[config.mk]
export PLATFORM = sky130hd
export DESIGN_NAME = dtio_top
export DESIGN_NICKNAME = d
export VERILOG_FILES = /design/src/core/dtio_pkg.sv /design/src/core/dtio_top.sv
export SDC_FILE = /design/constraint.sdc
export NUM_CORES = 1
export LEC_CHECK = 0
export BUFFER_PORTS_ARGS = -buffer_cell sky130_fd_sc_hd__buf_2
export CAP_MARGIN = 20
export CORE_MARGIN = 3
export CORE_UTILIZATION = 58
export DETAILED_ROUTE_END_ITERATION = 8
export GPL_TIMING_DRIVEN = 0
export HOLD_SLACK_MARGIN = 0.05
export PLACE_DENSITY = 0.81
export SLEW_MARGIN = 40
export SYNTH_ARGS = -nofsm -noshare
export SYNTH_HDL_FRONTEND = slang
export SYNTH_SLANG_ARGS = --single-unit
[constraint.sdc]
create_clock -name clk -period 4.2 [get_ports clk]
set_input_delay 0.21 -clock clk [delete_from_list [all_inputs] [get_ports clk]]
set_output_delay 0.21 -clock clk [all_outputs]
set_load 0.01 [all_outputs]
[src/core/dtio_pkg.sv]
// shared constants and carrier types of the drive terminal i/o select block
package dtio_pkg;

	// clock and time bases
	localparam int unsigned CLK_HZ = 40_000_000;
	localparam int unsigned TICK_MS = 100;
	localparam int unsigned TICK_CYCLES = CLK_HZ / 1000 * TICK_MS;
	localparam int unsigned SEQ_PULSE_MS = 250;
	localparam int unsigned SEQ_PULSE_CYCLES = CLK_HZ / 1000 * SEQ_PULSE_MS;
	localparam int unsigned OVL_WARN_S = 10;
	localparam logic [15:0] OVL_WARN_TICKS = 16'(OVL_WARN_S * 1000 / TICK_MS);
	localparam int unsigned FAST_MAX_HZ = 100_000;
	localparam logic [15:0] FAST_MIN_HALF = 16'(CLK_HZ / (2 * FAST_MAX_HZ));
	localparam logic [15:0] DELAY_MAX_TICKS = 16'h8ca0;

	// register indices
	localparam logic [3:0] REG_BELOW_MIN = 4'h0;
	localparam logic [3:0] REG_POLARITY = 4'h1;
	localparam logic [3:0] REG_DELAY_FIRST = 4'h2;
	localparam logic [3:0] REG_DELAY_SECOND = 4'h3;
	localparam logic [3:0] REG_DELAY_THIRD = 4'h4;
	localparam logic [3:0] REG_FAST_MODE = 4'h5;
	localparam logic [3:0] REG_OC_CODE = 4'h6;
	localparam logic [3:0] REG_RELAY_CODE = 4'h7;
	localparam logic [3:0] REG_SET_COUNT = 4'h8;
	localparam logic [3:0] REG_DESIG_COUNT = 4'h9;
	localparam logic [3:0] REG_TARGET_LEN = 4'ha;
	localparam logic [3:0] REG_STATUS = 4'hb;

	// reset values
	localparam logic [11:0] BELOW_MIN_RST = 12'h000;
	localparam logic [19:0] POLARITY_RST = 20'h00000;
	localparam logic [15:0] DELAY_RST = 16'h0000;
	localparam logic FAST_MODE_RST = 1'b0;
	localparam logic [5:0] OC_CODE_RST = 6'h00;
	localparam logic [5:0] RELAY_CODE_RST = 6'h02;

	// field layout: one bcd nibble per digit
	localparam int unsigned DIGIT_W = 4;
	localparam logic [15:0] ZERO_PCT = 16'h0000;

	// fast output modes
	localparam logic MODE_PULSE = 1'b0;
	localparam logic MODE_SWITCH = 1'b1;

	// output function codes
	localparam logic [5:0] FN_NONE = 6'h00;
	localparam logic [5:0] FN_RUNNING = 6'h01;
	localparam logic [5:0] FN_FAULT_STOP = 6'h02;
	localparam logic [5:0] FN_ZERO_SPEED = 6'h05;
	localparam logic [5:0] FN_OVL_WARN = 6'h07;
	localparam logic [5:0] FN_SET_COUNT = 6'h08;
	localparam logic [5:0] FN_DESIG_COUNT = 6'h09;
	localparam logic [5:0] FN_LENGTH = 6'h0a;
	localparam logic [5:0] FN_SEQ_CYCLE = 6'h0b;
	localparam logic [5:0] FN_FREQ_LIMIT = 6'h0d;
	localparam logic [5:0] FN_AI_COMPARE = 6'h10;
	localparam logic [5:0] FN_UPPER_LIMIT = 6'h11;

	typedef struct packed {
		logic [15:0] curve_value;
		logic [15:0] min_setting;
		logic below_min;
	} dtio_analog_t;

	typedef struct packed {
		logic running;
		logic zero_freq;
		logic fault_stop;
		logic overload_active;
		logic [15:0] overload_eta;
		logic [31:0] count_value;
		logic [31:0] length_value;
		logic seq_cycle_done;
		logic cmd_beyond_upper;
		logic cmd_beyond_lower;
		logic at_upper;
		logic at_lower;
		logic [15:0] pulse_half_period;
	} dtio_drive_t;

	typedef struct packed {
		logic [3:0] addr;
		logic [31:0] wdata;
		logic wr;
		logic rd;
	} dtio_bus_t;

endpackage

[src/core/dtio_top.sv]
// terminal input conditioning and output function selection
//
// Contract
// - digit 0: below-min uses curve min setting
// - digit 1: below-min forces zero percent
// - one decimal digit per analog channel
// - input change delay 0.0 to 3600.0 s
// - delay only on inputs one to three
// - polarity digit per input, 0 high, 1 low
// - active high: grounded valid, open invalid
// - active low: grounded invalid, open valid
// - fast output: 0 pulse, 1 switch
// - fast pulse frequency at most 100 kHz
// - per-output code, defaults 0 and 2
// - code 0: output inactive
// - code 1: active while running
// - code 2: active on fault stop
// - code 5: running at zero frequency
// - code 7: ten seconds before overload trip
// - codes 8, 9: count reaches set counts
// - code 10: length exceeds target
// - code 11: 250 ms pulse per sequence
// - code 13: command and output at limit
// - code 16: first analog above second
// - code 17: running at upper limit
// - pulse input only on fifth input
`timescale 1ns/1ps

module dtio_top #(
	parameter int unsigned TICK_LEN = dtio_pkg::TICK_CYCLES,
	parameter int unsigned SEQ_LEN = dtio_pkg::SEQ_PULSE_CYCLES
) (
	input wire logic clk,
	input wire logic srst,
	input wire dtio_pkg::dtio_bus_t bus,
	output logic [31:0] rdata,
	input wire dtio_pkg::dtio_analog_t analog_in_first,
	input wire dtio_pkg::dtio_analog_t analog_in_second,
	input wire dtio_pkg::dtio_analog_t analog_in_third,
	input wire logic digital_in_first,
	input wire logic digital_in_second,
	input wire logic digital_in_third,
	input wire logic digital_in_fourth,
	input wire logic digital_in_fifth,
	input wire dtio_pkg::dtio_drive_t drive,
	output logic [15:0] chan_value_first,
	output logic [15:0] chan_value_second,
	output logic [15:0] chan_value_third,
	output logic [4:0] input_valid,
	output logic fast_pulse_input,
	output logic fast_multiplex_output,
	output logic relay_one_contact
);

	// software registers
	logic [11:0] below_minimum_select_word;
	logic [19:0] input_polarity_word;
	logic [15:0] delay_ticks [3];
	logic fast_output_mode_select;
	logic [5:0] oc_code;
	logic [5:0] relay_code;
	logic [31:0] set_count;
	logic [31:0] desig_count;
	logic [31:0] target_len;

	// bus decode
	wire wr_below = bus.wr && bus.addr == dtio_pkg::REG_BELOW_MIN;
	wire wr_pol = bus.wr && bus.addr == dtio_pkg::REG_POLARITY;
	wire wr_d0 = bus.wr && bus.addr == dtio_pkg::REG_DELAY_FIRST;
	wire wr_d1 = bus.wr && bus.addr == dtio_pkg::REG_DELAY_SECOND;
	wire wr_d2 = bus.wr && bus.addr == dtio_pkg::REG_DELAY_THIRD;
	wire wr_mode = bus.wr && bus.addr == dtio_pkg::REG_FAST_MODE;
	wire wr_oc = bus.wr && bus.addr == dtio_pkg::REG_OC_CODE;
	wire wr_relay = bus.wr && bus.addr == dtio_pkg::REG_RELAY_CODE;
	wire wr_setc = bus.wr && bus.addr == dtio_pkg::REG_SET_COUNT;
	wire wr_desc = bus.wr && bus.addr == dtio_pkg::REG_DESIG_COUNT;
	wire wr_len = bus.wr && bus.addr == dtio_pkg::REG_TARGET_LEN;

	// delays above the range saturate rather than wrap
	wire [15:0] wr_delay = (bus.wdata[15:0] > dtio_pkg::DELAY_MAX_TICKS) ?
		dtio_pkg::DELAY_MAX_TICKS : bus.wdata[15:0];

	always_ff @(posedge clk) begin
		if (srst) begin
			below_minimum_select_word <= dtio_pkg::BELOW_MIN_RST;
			input_polarity_word <= dtio_pkg::POLARITY_RST;
			delay_ticks[0] <= dtio_pkg::DELAY_RST;
			delay_ticks[1] <= dtio_pkg::DELAY_RST;
			delay_ticks[2] <= dtio_pkg::DELAY_RST;
			fast_output_mode_select <= dtio_pkg::FAST_MODE_RST;
			oc_code <= dtio_pkg::OC_CODE_RST;
			relay_code <= dtio_pkg::RELAY_CODE_RST;
			set_count <= '0;
			desig_count <= '0;
			target_len <= '0;
		end else begin
			if (wr_below)
				below_minimum_select_word <= bus.wdata[11:0];
			if (wr_pol)
				input_polarity_word <= bus.wdata[19:0];
			if (wr_d0)
				delay_ticks[0] <= wr_delay;
			if (wr_d1)
				delay_ticks[1] <= wr_delay;
			if (wr_d2)
				delay_ticks[2] <= wr_delay;
			if (wr_mode)
				fast_output_mode_select <= bus.wdata[0];
			if (wr_oc)
				oc_code <= bus.wdata[5:0];
			if (wr_relay)
				relay_code <= bus.wdata[5:0];
			if (wr_setc)
				set_count <= bus.wdata;
			if (wr_desc)
				desig_count <= bus.wdata;
			if (wr_len)
				target_len <= bus.wdata;
		end
	end

	// read mux; unmapped addresses read zero
	logic [31:0] next_rdata;
	always_comb begin
		next_rdata = '0;
		if (bus.rd) begin
			unique case (bus.addr)
			dtio_pkg::REG_BELOW_MIN: next_rdata = {20'h0, below_minimum_select_word};
			dtio_pkg::REG_POLARITY: next_rdata = {12'h0, input_polarity_word};
			dtio_pkg::REG_DELAY_FIRST: next_rdata = {16'h0, delay_ticks[0]};
			dtio_pkg::REG_DELAY_SECOND: next_rdata = {16'h0, delay_ticks[1]};
			dtio_pkg::REG_DELAY_THIRD: next_rdata = {16'h0, delay_ticks[2]};
			dtio_pkg::REG_FAST_MODE: next_rdata = {31'h0, fast_output_mode_select};
			dtio_pkg::REG_OC_CODE: next_rdata = {26'h0, oc_code};
			dtio_pkg::REG_RELAY_CODE: next_rdata = {26'h0, relay_code};
			dtio_pkg::REG_SET_COUNT: next_rdata = set_count;
			dtio_pkg::REG_DESIG_COUNT: next_rdata = desig_count;
			dtio_pkg::REG_TARGET_LEN: next_rdata = target_len;
			dtio_pkg::REG_STATUS: next_rdata = {24'h0, relay_one_contact,
				fast_multiplex_output, fast_pulse_input, input_valid};
			default: next_rdata = '0;
			endcase
		end
	end

	always_ff @(posedge clk) begin
		if (srst)
			rdata <= '0;
		else
			rdata <= next_rdata;
	end

	// analog below-minimum substitution, one bcd digit per channel
	dtio_pkg::dtio_analog_t ain [3];
	assign ain[0] = analog_in_first;
	assign ain[1] = analog_in_second;
	assign ain[2] = analog_in_third;
	logic [15:0] chan_next [3];

	genvar a;
	generate
		for (a = 0; a < 3; a++) begin : g_ain
			wire [3:0] digit =
				below_minimum_select_word[a*dtio_pkg::DIGIT_W +: 4];
			// any nonzero digit is taken as the zero-percent choice
			wire zero_sel = digit != 4'h0;
			assign chan_next[a] = !ain[a].below_min ? ain[a].curve_value :
				zero_sel ? dtio_pkg::ZERO_PCT :
				ain[a].min_setting;
		end
	endgenerate

	always_ff @(posedge clk) begin
		if (srst) begin
			chan_value_first <= '0;
			chan_value_second <= '0;
			chan_value_third <= '0;
		end else begin
			chan_value_first <= chan_next[0];
			chan_value_second <= chan_next[1];
			chan_value_third <= chan_next[2];
		end
	end

	// 0.1 s time base shared by the input delays
	logic [31:0] tick_cnt;
	wire tick = tick_cnt == 32'(TICK_LEN - 1);
	always_ff @(posedge clk) begin
		if (srst || tick)
			tick_cnt <= '0;
		else
			tick_cnt <= tick_cnt + 32'h1;
	end

	// digital inputs: polarity then optional change delay
	wire [4:0] pin = {digital_in_fifth, digital_in_fourth, digital_in_third,
		digital_in_second, digital_in_first};
	logic [4:0] accepted;

	genvar d;
	generate
		for (d = 0; d < 5; d++) begin : g_din
			wire low_sel = input_polarity_word[d*dtio_pkg::DIGIT_W +: 4] != 4'h0;
			// pin low means the terminal is tied to ground
			wire valid_now = low_sel ? pin[d] : ~pin[d];
			if (d < 3) begin : g_delay
				logic [15:0] cnt;
				wire [15:0] cnt_inc = cnt + 16'h1;
				wire expire = delay_ticks[d] == 16'h0 ||
					(tick && cnt_inc >= delay_ticks[d]);
				// a level that reverts before expiry restarts the count
				always_ff @(posedge clk) begin
					if (srst) begin
						accepted[d] <= 1'b0;
						cnt <= '0;
					end else if (valid_now == accepted[d]) begin
						cnt <= '0;
					end else if (expire) begin
						accepted[d] <= valid_now;
						cnt <= '0;
					end else if (tick) begin
						cnt <= cnt_inc;
					end
				end
			end else begin : g_direct
				always_ff @(posedge clk) begin
					if (srst)
						accepted[d] <= 1'b0;
					else
						accepted[d] <= valid_now;
				end
			end
		end
	endgenerate

	assign input_valid = accepted;
	// only the fifth input feeds the pulse path
	assign fast_pulse_input = accepted[4];

	// 250 ms one-shot per sequencer cycle; a retrigger restarts it
	logic [31:0] seq_cnt;
	logic seq_pulse;
	always_ff @(posedge clk) begin
		if (srst) begin
			seq_cnt <= '0;
			seq_pulse <= 1'b0;
		end else if (drive.seq_cycle_done) begin
			seq_cnt <= 32'(SEQ_LEN - 1);
			seq_pulse <= 1'b1;
		end else if (seq_cnt != 32'h0) begin
			seq_cnt <= seq_cnt - 32'h1;
		end else begin
			seq_pulse <= 1'b0;
		end
	end

	// status sources shared by all switch outputs
	wire src_running = drive.running;
	wire src_fault = drive.fault_stop;
	wire src_zero = drive.running && drive.zero_freq;
	wire src_ovl = drive.overload_active &&
		drive.overload_eta <= dtio_pkg::OVL_WARN_TICKS;
	wire src_setc = drive.count_value >= set_count;
	wire src_desc = drive.count_value >= desig_count;
	wire src_len = drive.length_value > target_len;
	wire src_lim = (drive.cmd_beyond_upper && drive.at_upper) ||
		(drive.cmd_beyond_lower && drive.at_lower);
	wire src_cmp = $signed(chan_value_first) >
		$signed(chan_value_second);
	wire src_upper = drive.running && drive.at_upper;

	// sources go in as an argument: a continuous assignment only
	// re-evaluates on its operands, not on what a function reads inside
	wire [10:0] src_vec = {src_upper, src_cmp, src_lim, seq_pulse, src_len,
		src_desc, src_setc, src_ovl, src_zero, src_fault, src_running};

	function automatic logic fn_select(input logic [5:0] code,
		input logic [10:0] s);
		logic r;
		r = 1'b0;
		case (code)
		dtio_pkg::FN_RUNNING: r = s[0];
		dtio_pkg::FN_FAULT_STOP: r = s[1];
		dtio_pkg::FN_ZERO_SPEED: r = s[2];
		dtio_pkg::FN_OVL_WARN: r = s[3];
		dtio_pkg::FN_SET_COUNT: r = s[4];
		dtio_pkg::FN_DESIG_COUNT: r = s[5];
		dtio_pkg::FN_LENGTH: r = s[6];
		dtio_pkg::FN_SEQ_CYCLE: r = s[7];
		dtio_pkg::FN_FREQ_LIMIT: r = s[8];
		dtio_pkg::FN_AI_COMPARE: r = s[9];
		dtio_pkg::FN_UPPER_LIMIT: r = s[10];
		default: r = 1'b0;
		endcase
		return r;
	endfunction

	wire oc_active = fn_select(oc_code, src_vec);
	wire relay_active = fn_select(relay_code, src_vec);

	// pulse generator; half period clamped so rate never passes 100 kHz
	wire [15:0] half = (drive.pulse_half_period < dtio_pkg::FAST_MIN_HALF) ?
		dtio_pkg::FAST_MIN_HALF : drive.pulse_half_period;
	logic [15:0] pulse_cnt;
	logic pulse_level;
	wire pulse_flip = pulse_cnt + 16'h1 >= half;
	always_ff @(posedge clk) begin
		if (srst || fast_output_mode_select == dtio_pkg::MODE_SWITCH) begin
			pulse_cnt <= '0;
			pulse_level <= 1'b0;
		end else if (pulse_flip) begin
			pulse_cnt <= '0;
			pulse_level <= ~pulse_level;
		end else begin
			pulse_cnt <= pulse_cnt + 16'h1;
		end
	end

	wire next_fast = (fast_output_mode_select == dtio_pkg::MODE_SWITCH) ?
		oc_active : pulse_level;

	always_ff @(posedge clk) begin
		if (srst) begin
			fast_multiplex_output <= 1'b0;
			relay_one_contact <= 1'b0;
		end else begin
			fast_multiplex_output <= next_fast;
			relay_one_contact <= relay_active;
		end
	end

endmodule

* Word level (Yosys, flattened, before mapping)
Memories as Yosys holds them, arrays and structs flattened. Cells that the tools add are included.
Storage, ports and cells: input port bits 249, memories kept 1, memory bits (writable) 48, register bits after elaboration 358, output and inout port bits 88
Memories:
- delay_ticks | words 3, width 16, rd ports 3, clocked after Yosys merged registers in 0, wr ports 3, line dtio_top.sv:58 | logic [15:0] delay_ticks [3];
Cells by class: muxes and demuxes 35, bitwise logic cells 13, $add $sub $neg 6, equality and inequality tests 38, magnitude comparators 11, reduce and logical (&&, ||, !) cells 48
Operators by type and width (number):
- $pmux W32 S12 | 1
- $mux W16 | 11
- $add A16 B1 Y16 const B | 4
- $ge A16 B16 Y1 | 4
- $ge A32 B32 Y1 | 2
- $eq A6 B4 Y1 const B | 10
- $logic_not A16 Y1 | 3
- $mux W24 | 2
- $add A32 B1 Y32 const B | 1
- $eq A32 B22 Y1 const B | 1
- $gt A32 B32 Y1 | 1
- $reduce_bool A32 Y1 | 1
- $reduce_bool A4 Y1 | 8
- $sub A32 B1 Y32 const B | 1
- $eq A6 B3 Y1 const B | 4
- $eq A6 B5 Y1 const B | 4
- $pmux W1 S11 | 2
- $logic_and A1 B1 Y1 | 19
- $mux W1 | 19
- $eq A4 B3 Y1 const B | 4
- $eq A4 B4 Y1 const B | 4
- $gt A16 B16 Y1 | 1
- $gt A16 B16 Y1 const B | 1
- $le A16 B7 Y1 const B | 1
- 15 further kinds | 42

* Longest topological paths before layout
depth in word-level cells 6, depth in mapped cells 15, depth with buffers taken out 14

* Worst setup path before layout
Ideal clock, no wire load.
kind register to register, start register g_din[2].g_delay.cnt[2], end register g_din[2].g_delay.cnt[10], period minus slack after synthesis 3.194 ns, arrival 3.130 ns, slack 1.006 ns, required time 4.136 ns, path buffers 1, cell stages (with the launch flop) 14, path through dfxtp_1 nand3_1 or2_2 nor4_1 and3_1 xor2_1 ha_1 a21o_1 a21o_1 a21oi_1 o2111a_1 o211ai_2 buf_2 nor2_1
On the way: cells in the longest elaborated chain, start to end 5
Ends and longest elaborated chain:
- start, declared | line dtio_top.sv:207 | logic [15:0] cnt;
- start signal, assigned | line dtio_top.sv:222 | cnt <= cnt_inc;
- $add A16 B1 Y16 | line dtio_top.sv:208 | wire [15:0] cnt_inc = cnt + 16'h1;
- net g_din[2].g_delay.cnt_inc[13] | line dtio_top.sv:208
- $ge A16 B16 Y1 | line dtio_top.sv:210 | (tick && cnt_inc >= delay_ticks[d]);
- $logic_and A1 B1 Y1 | line dtio_top.sv:210
- $logic_or A1 B1 Y1 | line dtio_top.sv:209 | wire expire = delay_ticks[d] == 16'h0 ||
- $reduce_or A3 Y1 (no source line)
The timed path passes the listed nets, and every way through them passes these cells. A chain may end at the register's enable or synchronous reset.

* Final worst setup path
start register g_din[2].g_delay.cnt[2], end register g_din[2].g_delay.cnt[14]
The elaborated chain is that of the path after synthesis.

==> results.txt <==
Synth cell types -> 78
GR Util met1 -> 45.0%
clk sinks -> 406
layout cells sized above 1 -> 14.1%
most frequent CP cell -> a21o_1
Max clock buf depth -> 3
DP Cell Count -> 3438
max incr delay on CP -> 0.52 ns
Clock Skews -> 0.0156 ns
Peak supply drop -> 0.000305 V
flops & latches, synth -> 406
Worst Setup Start Kind -> flip-flop
Crit Path Class -> flip-flop to flip-flop
CP max-delay cell -> nor4_1
CTS tree -> done
leakage -> 0.0108 µW
Setup crit start -> g_din[2].g_delay.cnt[2]$_SDFFE_PP0P_
vias in the first global route -> 21600
GP Congestion -> 0.999
FP Rows -> 70
io pins -> 337
syn_area_per_cell -> 8.25 µm²
Vias -> 21800
Slew HR -> 42.5%
# Max-Cap Violations -> 0
gr ovfl total -> 0
DP Area -> 0.0240 mm²
period utilisation layout -> 91.9%
initial antenna violation count -> 6
worst path cell trace -> nand3_1, or2_2, nor4_1, and3_1, xor2_1, ha_1, a21o_1, a21o_1, a21oi_1, o2111a_1, o211ai_2, buf_2, nor2_1
outcome -> completed
Hold Path Origin -> bus[17]
Top FF cell, synth -> dfxtp_1
number of CTS-inserted buffers -> 44
cell family with the largest share of critical-path delay -> simple AND/OR/NAND/NOR gates
most frequent cells in the layout -> nand2_1, dfxtp_1, buf_2, a21oi_1, nor2_1
Mapped Nets -> 3073
CTS root buf -> clkbuf_16
clk slew on worst S/H paths -> 0.06 ns
CP max FO -> 10
setup TNS -> 0 ns
Core Area -> 0.0368 mm²
Netlist Area Pre-Place -> 0.0218 mm²
DP Wirelength -> 55.4 mm
Buf/Inv on CP -> 1
synthesis-to-layout area growth -> 23.2%
Die Footprint -> 0.0399 mm²
initial drt markers -> 2246
IO buf count -> 328
Layout Nets -> 3573
Starting Density -> 59.2%
final setup fails -> 0
fmax -> 259 MHz
commonest non-fill, non-tap cell in the layout -> nand2_1
post-synthesis cell count -> 2642
Die Y -> 200 µm
post-layout min period -> 3.86 ns
pwr dens -> 342 mW/mm²
R2R Path Start -> g_din[2].g_delay.cnt[2]$_SDFFE_PP0P_
slew at the pin with the worst max-slew slack -> 0.862 ns
GRT busiest layer -> met2
Pwr Total -> 9170 µW
Slew Viols, Final -> 0
largest net degree at the start of global routing -> 17
H-tree levels -> 2
DR vias/cell -> 5.97
Ys Warns -> 0
Routed WL -> 75.4 mm
Crit. End Element -> flip-flop
critical path arrival -> 4.36 ns
Post-synth ARST share -> 0%
Die W -> 200 µm
Pre-Repair DR Iteration Count -> 7
Final Hold Viols -> 0
flop2flop setup slack -> 0.34 ns
Finished Layout Cells -> 3650
Hold Crit Class -> input pin to flip-flop
DRC Markers -> 0
post-route cell area -> 0.0268 mm²
met3 Use GR -> 8.48%
WL per Instance -> 20.7 µm
Crit path required time -> 4.71 ns
clock latency on the worst-skew pair -> 0.58 ns
Post-synth EDFFs -> 48
RSZ-0062 raised after global routing -> false
Tot GR Track Use -> 36.6%
post-CTS setup repair buffer count -> 0
GRT met2 Usage -> 61.1%
first-pass GRT wire length -> 114 mm
sequential area share after synthesis -> 39.5%
ANT nets after route -> 0
## cell usage after synthesis (all sizes together), types with 6 or more instances
cell | instances | area [µm²]
nor2b | 72 | 450
and3 | 11 | 68.8
nand3b | 7 | 52.6
and2 | 23 | 144
a222oi | 6 | 60.1
o21ai | 40 | 204
nand4 | 34 | 213
or2 | 6 | 37.5
nor3 | 33 | 165
nor4 | 43 | 275
nand3 | 68 | 340
and4 | 14 | 123
buf | 18 | 92.6
o211ai | 12 | 105
edfxtp | 48 | 1440
a31oi | 19 | 119
nand2 | 407 | 1530
nor2 | 273 | 1020
ha | 182 | 2280
a21oi | 276 | 1380
o311a | 6 | 60.1
xnor2 | 82 | 718
or4 | 7 | 60.1
mux2i | 30 | 300
o311ai | 6 | 70.1
nand2b | 20 | 125
a21o | 31 | 233
a22oi | 39 | 293
dfxtp | 358 | 7170
clkbuf | 105 | 395
xor2 | 78 | 683
inv | 186 | 698
a221oi | 16 | 140
or3 | 12 | 75.1
## power breakdown
part	switching (µW)	internal, µW
clock network	1670	2300
logic	610	449
registers	108	4030
## kinds of logic (layout without fill, tap and decap cells)
| kind of cell | Yosys count | in the layout | synth area share, % |
|---|---|---|---|
| AO/OA/AOI/OAI | 505 | 505 | 14.4 |
| XOR/XNOR | 160 | 160 | 6.43 |
| adder cells (fa/ha/maj) | 182 | 182 | 10.5 |
| buffers and inverters | 309 | 845 | 5.45 |
| flip-flops | 406 | 406 | 39.5 |
| multiplexers | 30 | 30 | 1.38 |
| other | 0 | 4 | 0 |
| AND/OR/NAND/NOR | 1050 | 1050 | 22.4 |
## metal layers
| metal | vias up | wire length [µm] |
|---|---|---|
| met5 | - | 38 |
| met4 | 6 | 4260 |
| met3 | 285 | 7680 |
| met2 | 1259 | 34800 |
| met1 | 10200 | 28600 |
| li1 | 10100 | - |
## sequential cells by signal, indices dropped and copies added (netlist names), 32 cells and up
register and flops:
seq_cnt 32, target_len 32, rdata 32, set_count 32, delay_ticks 48, g_din.g_delay.cnt 48, tick_cnt 32, desig_count 32
## through the flow
step / hold slack [ns] / setup slack [ns] / utilization [%]
floorplan: 0.327 / 1.01 / -
CTS: 0.0707 / 0.362 / 72.8
global route: 0.102 / 0.0554 / 72.9
global placement: 0.435 / 0.521 / 65.3
finish: 0.0915 / 0.342 / 72.9
detailed placement: 0.440 / 0.454 / 65.4
## final timing paths
check | endpoint | cells after the start
hold reg to reg | tick_cnt[0]$_SDFF_PP0_ | 1
hold / removal | desig_count[15]$_SDFFE_PP0P_ | 3
setup reg to reg | g_din[2].g_delay.cnt[14]$_SDFFE_PP0P_ | 13
setup / recovery | g_din[2].g_delay.cnt[14]$_SDFFE_PP0P_ | 13
## worst reg2reg max path: cells and delay by family, from the launching register on
family | cells | cell delay (ns)
AND/OR/NAND/NOR | 5 | 1.51
XOR/XNOR | 1 | 0.22
adder cells (fa/ha/maj) | 1 | 0.30
buffers and inverters | 1 | 0.29
flip-flops | 1 | 0.40
AO/OA/AOI/OAI | 5 | 1.07
## layout make-up
cell class	count	area, µm²
inverter	186	698
clock buffer	59	1220
antenna	4	10.0
clock inverter	23	240
timing repair buffer	454	2900
fill	2806	9960
sequential	406	8610
tap	468	586
buffer	123	489
multi-input combinational	1927	12100
## repair_timing
action | CTS | global route
setup endpoints to repair | 0 | 10
gates resized for setup | 0 | 1
hold endpoints to repair | 165 | 0
hold buffers | 126 | 0
Power figures use the tool's default switching activity.
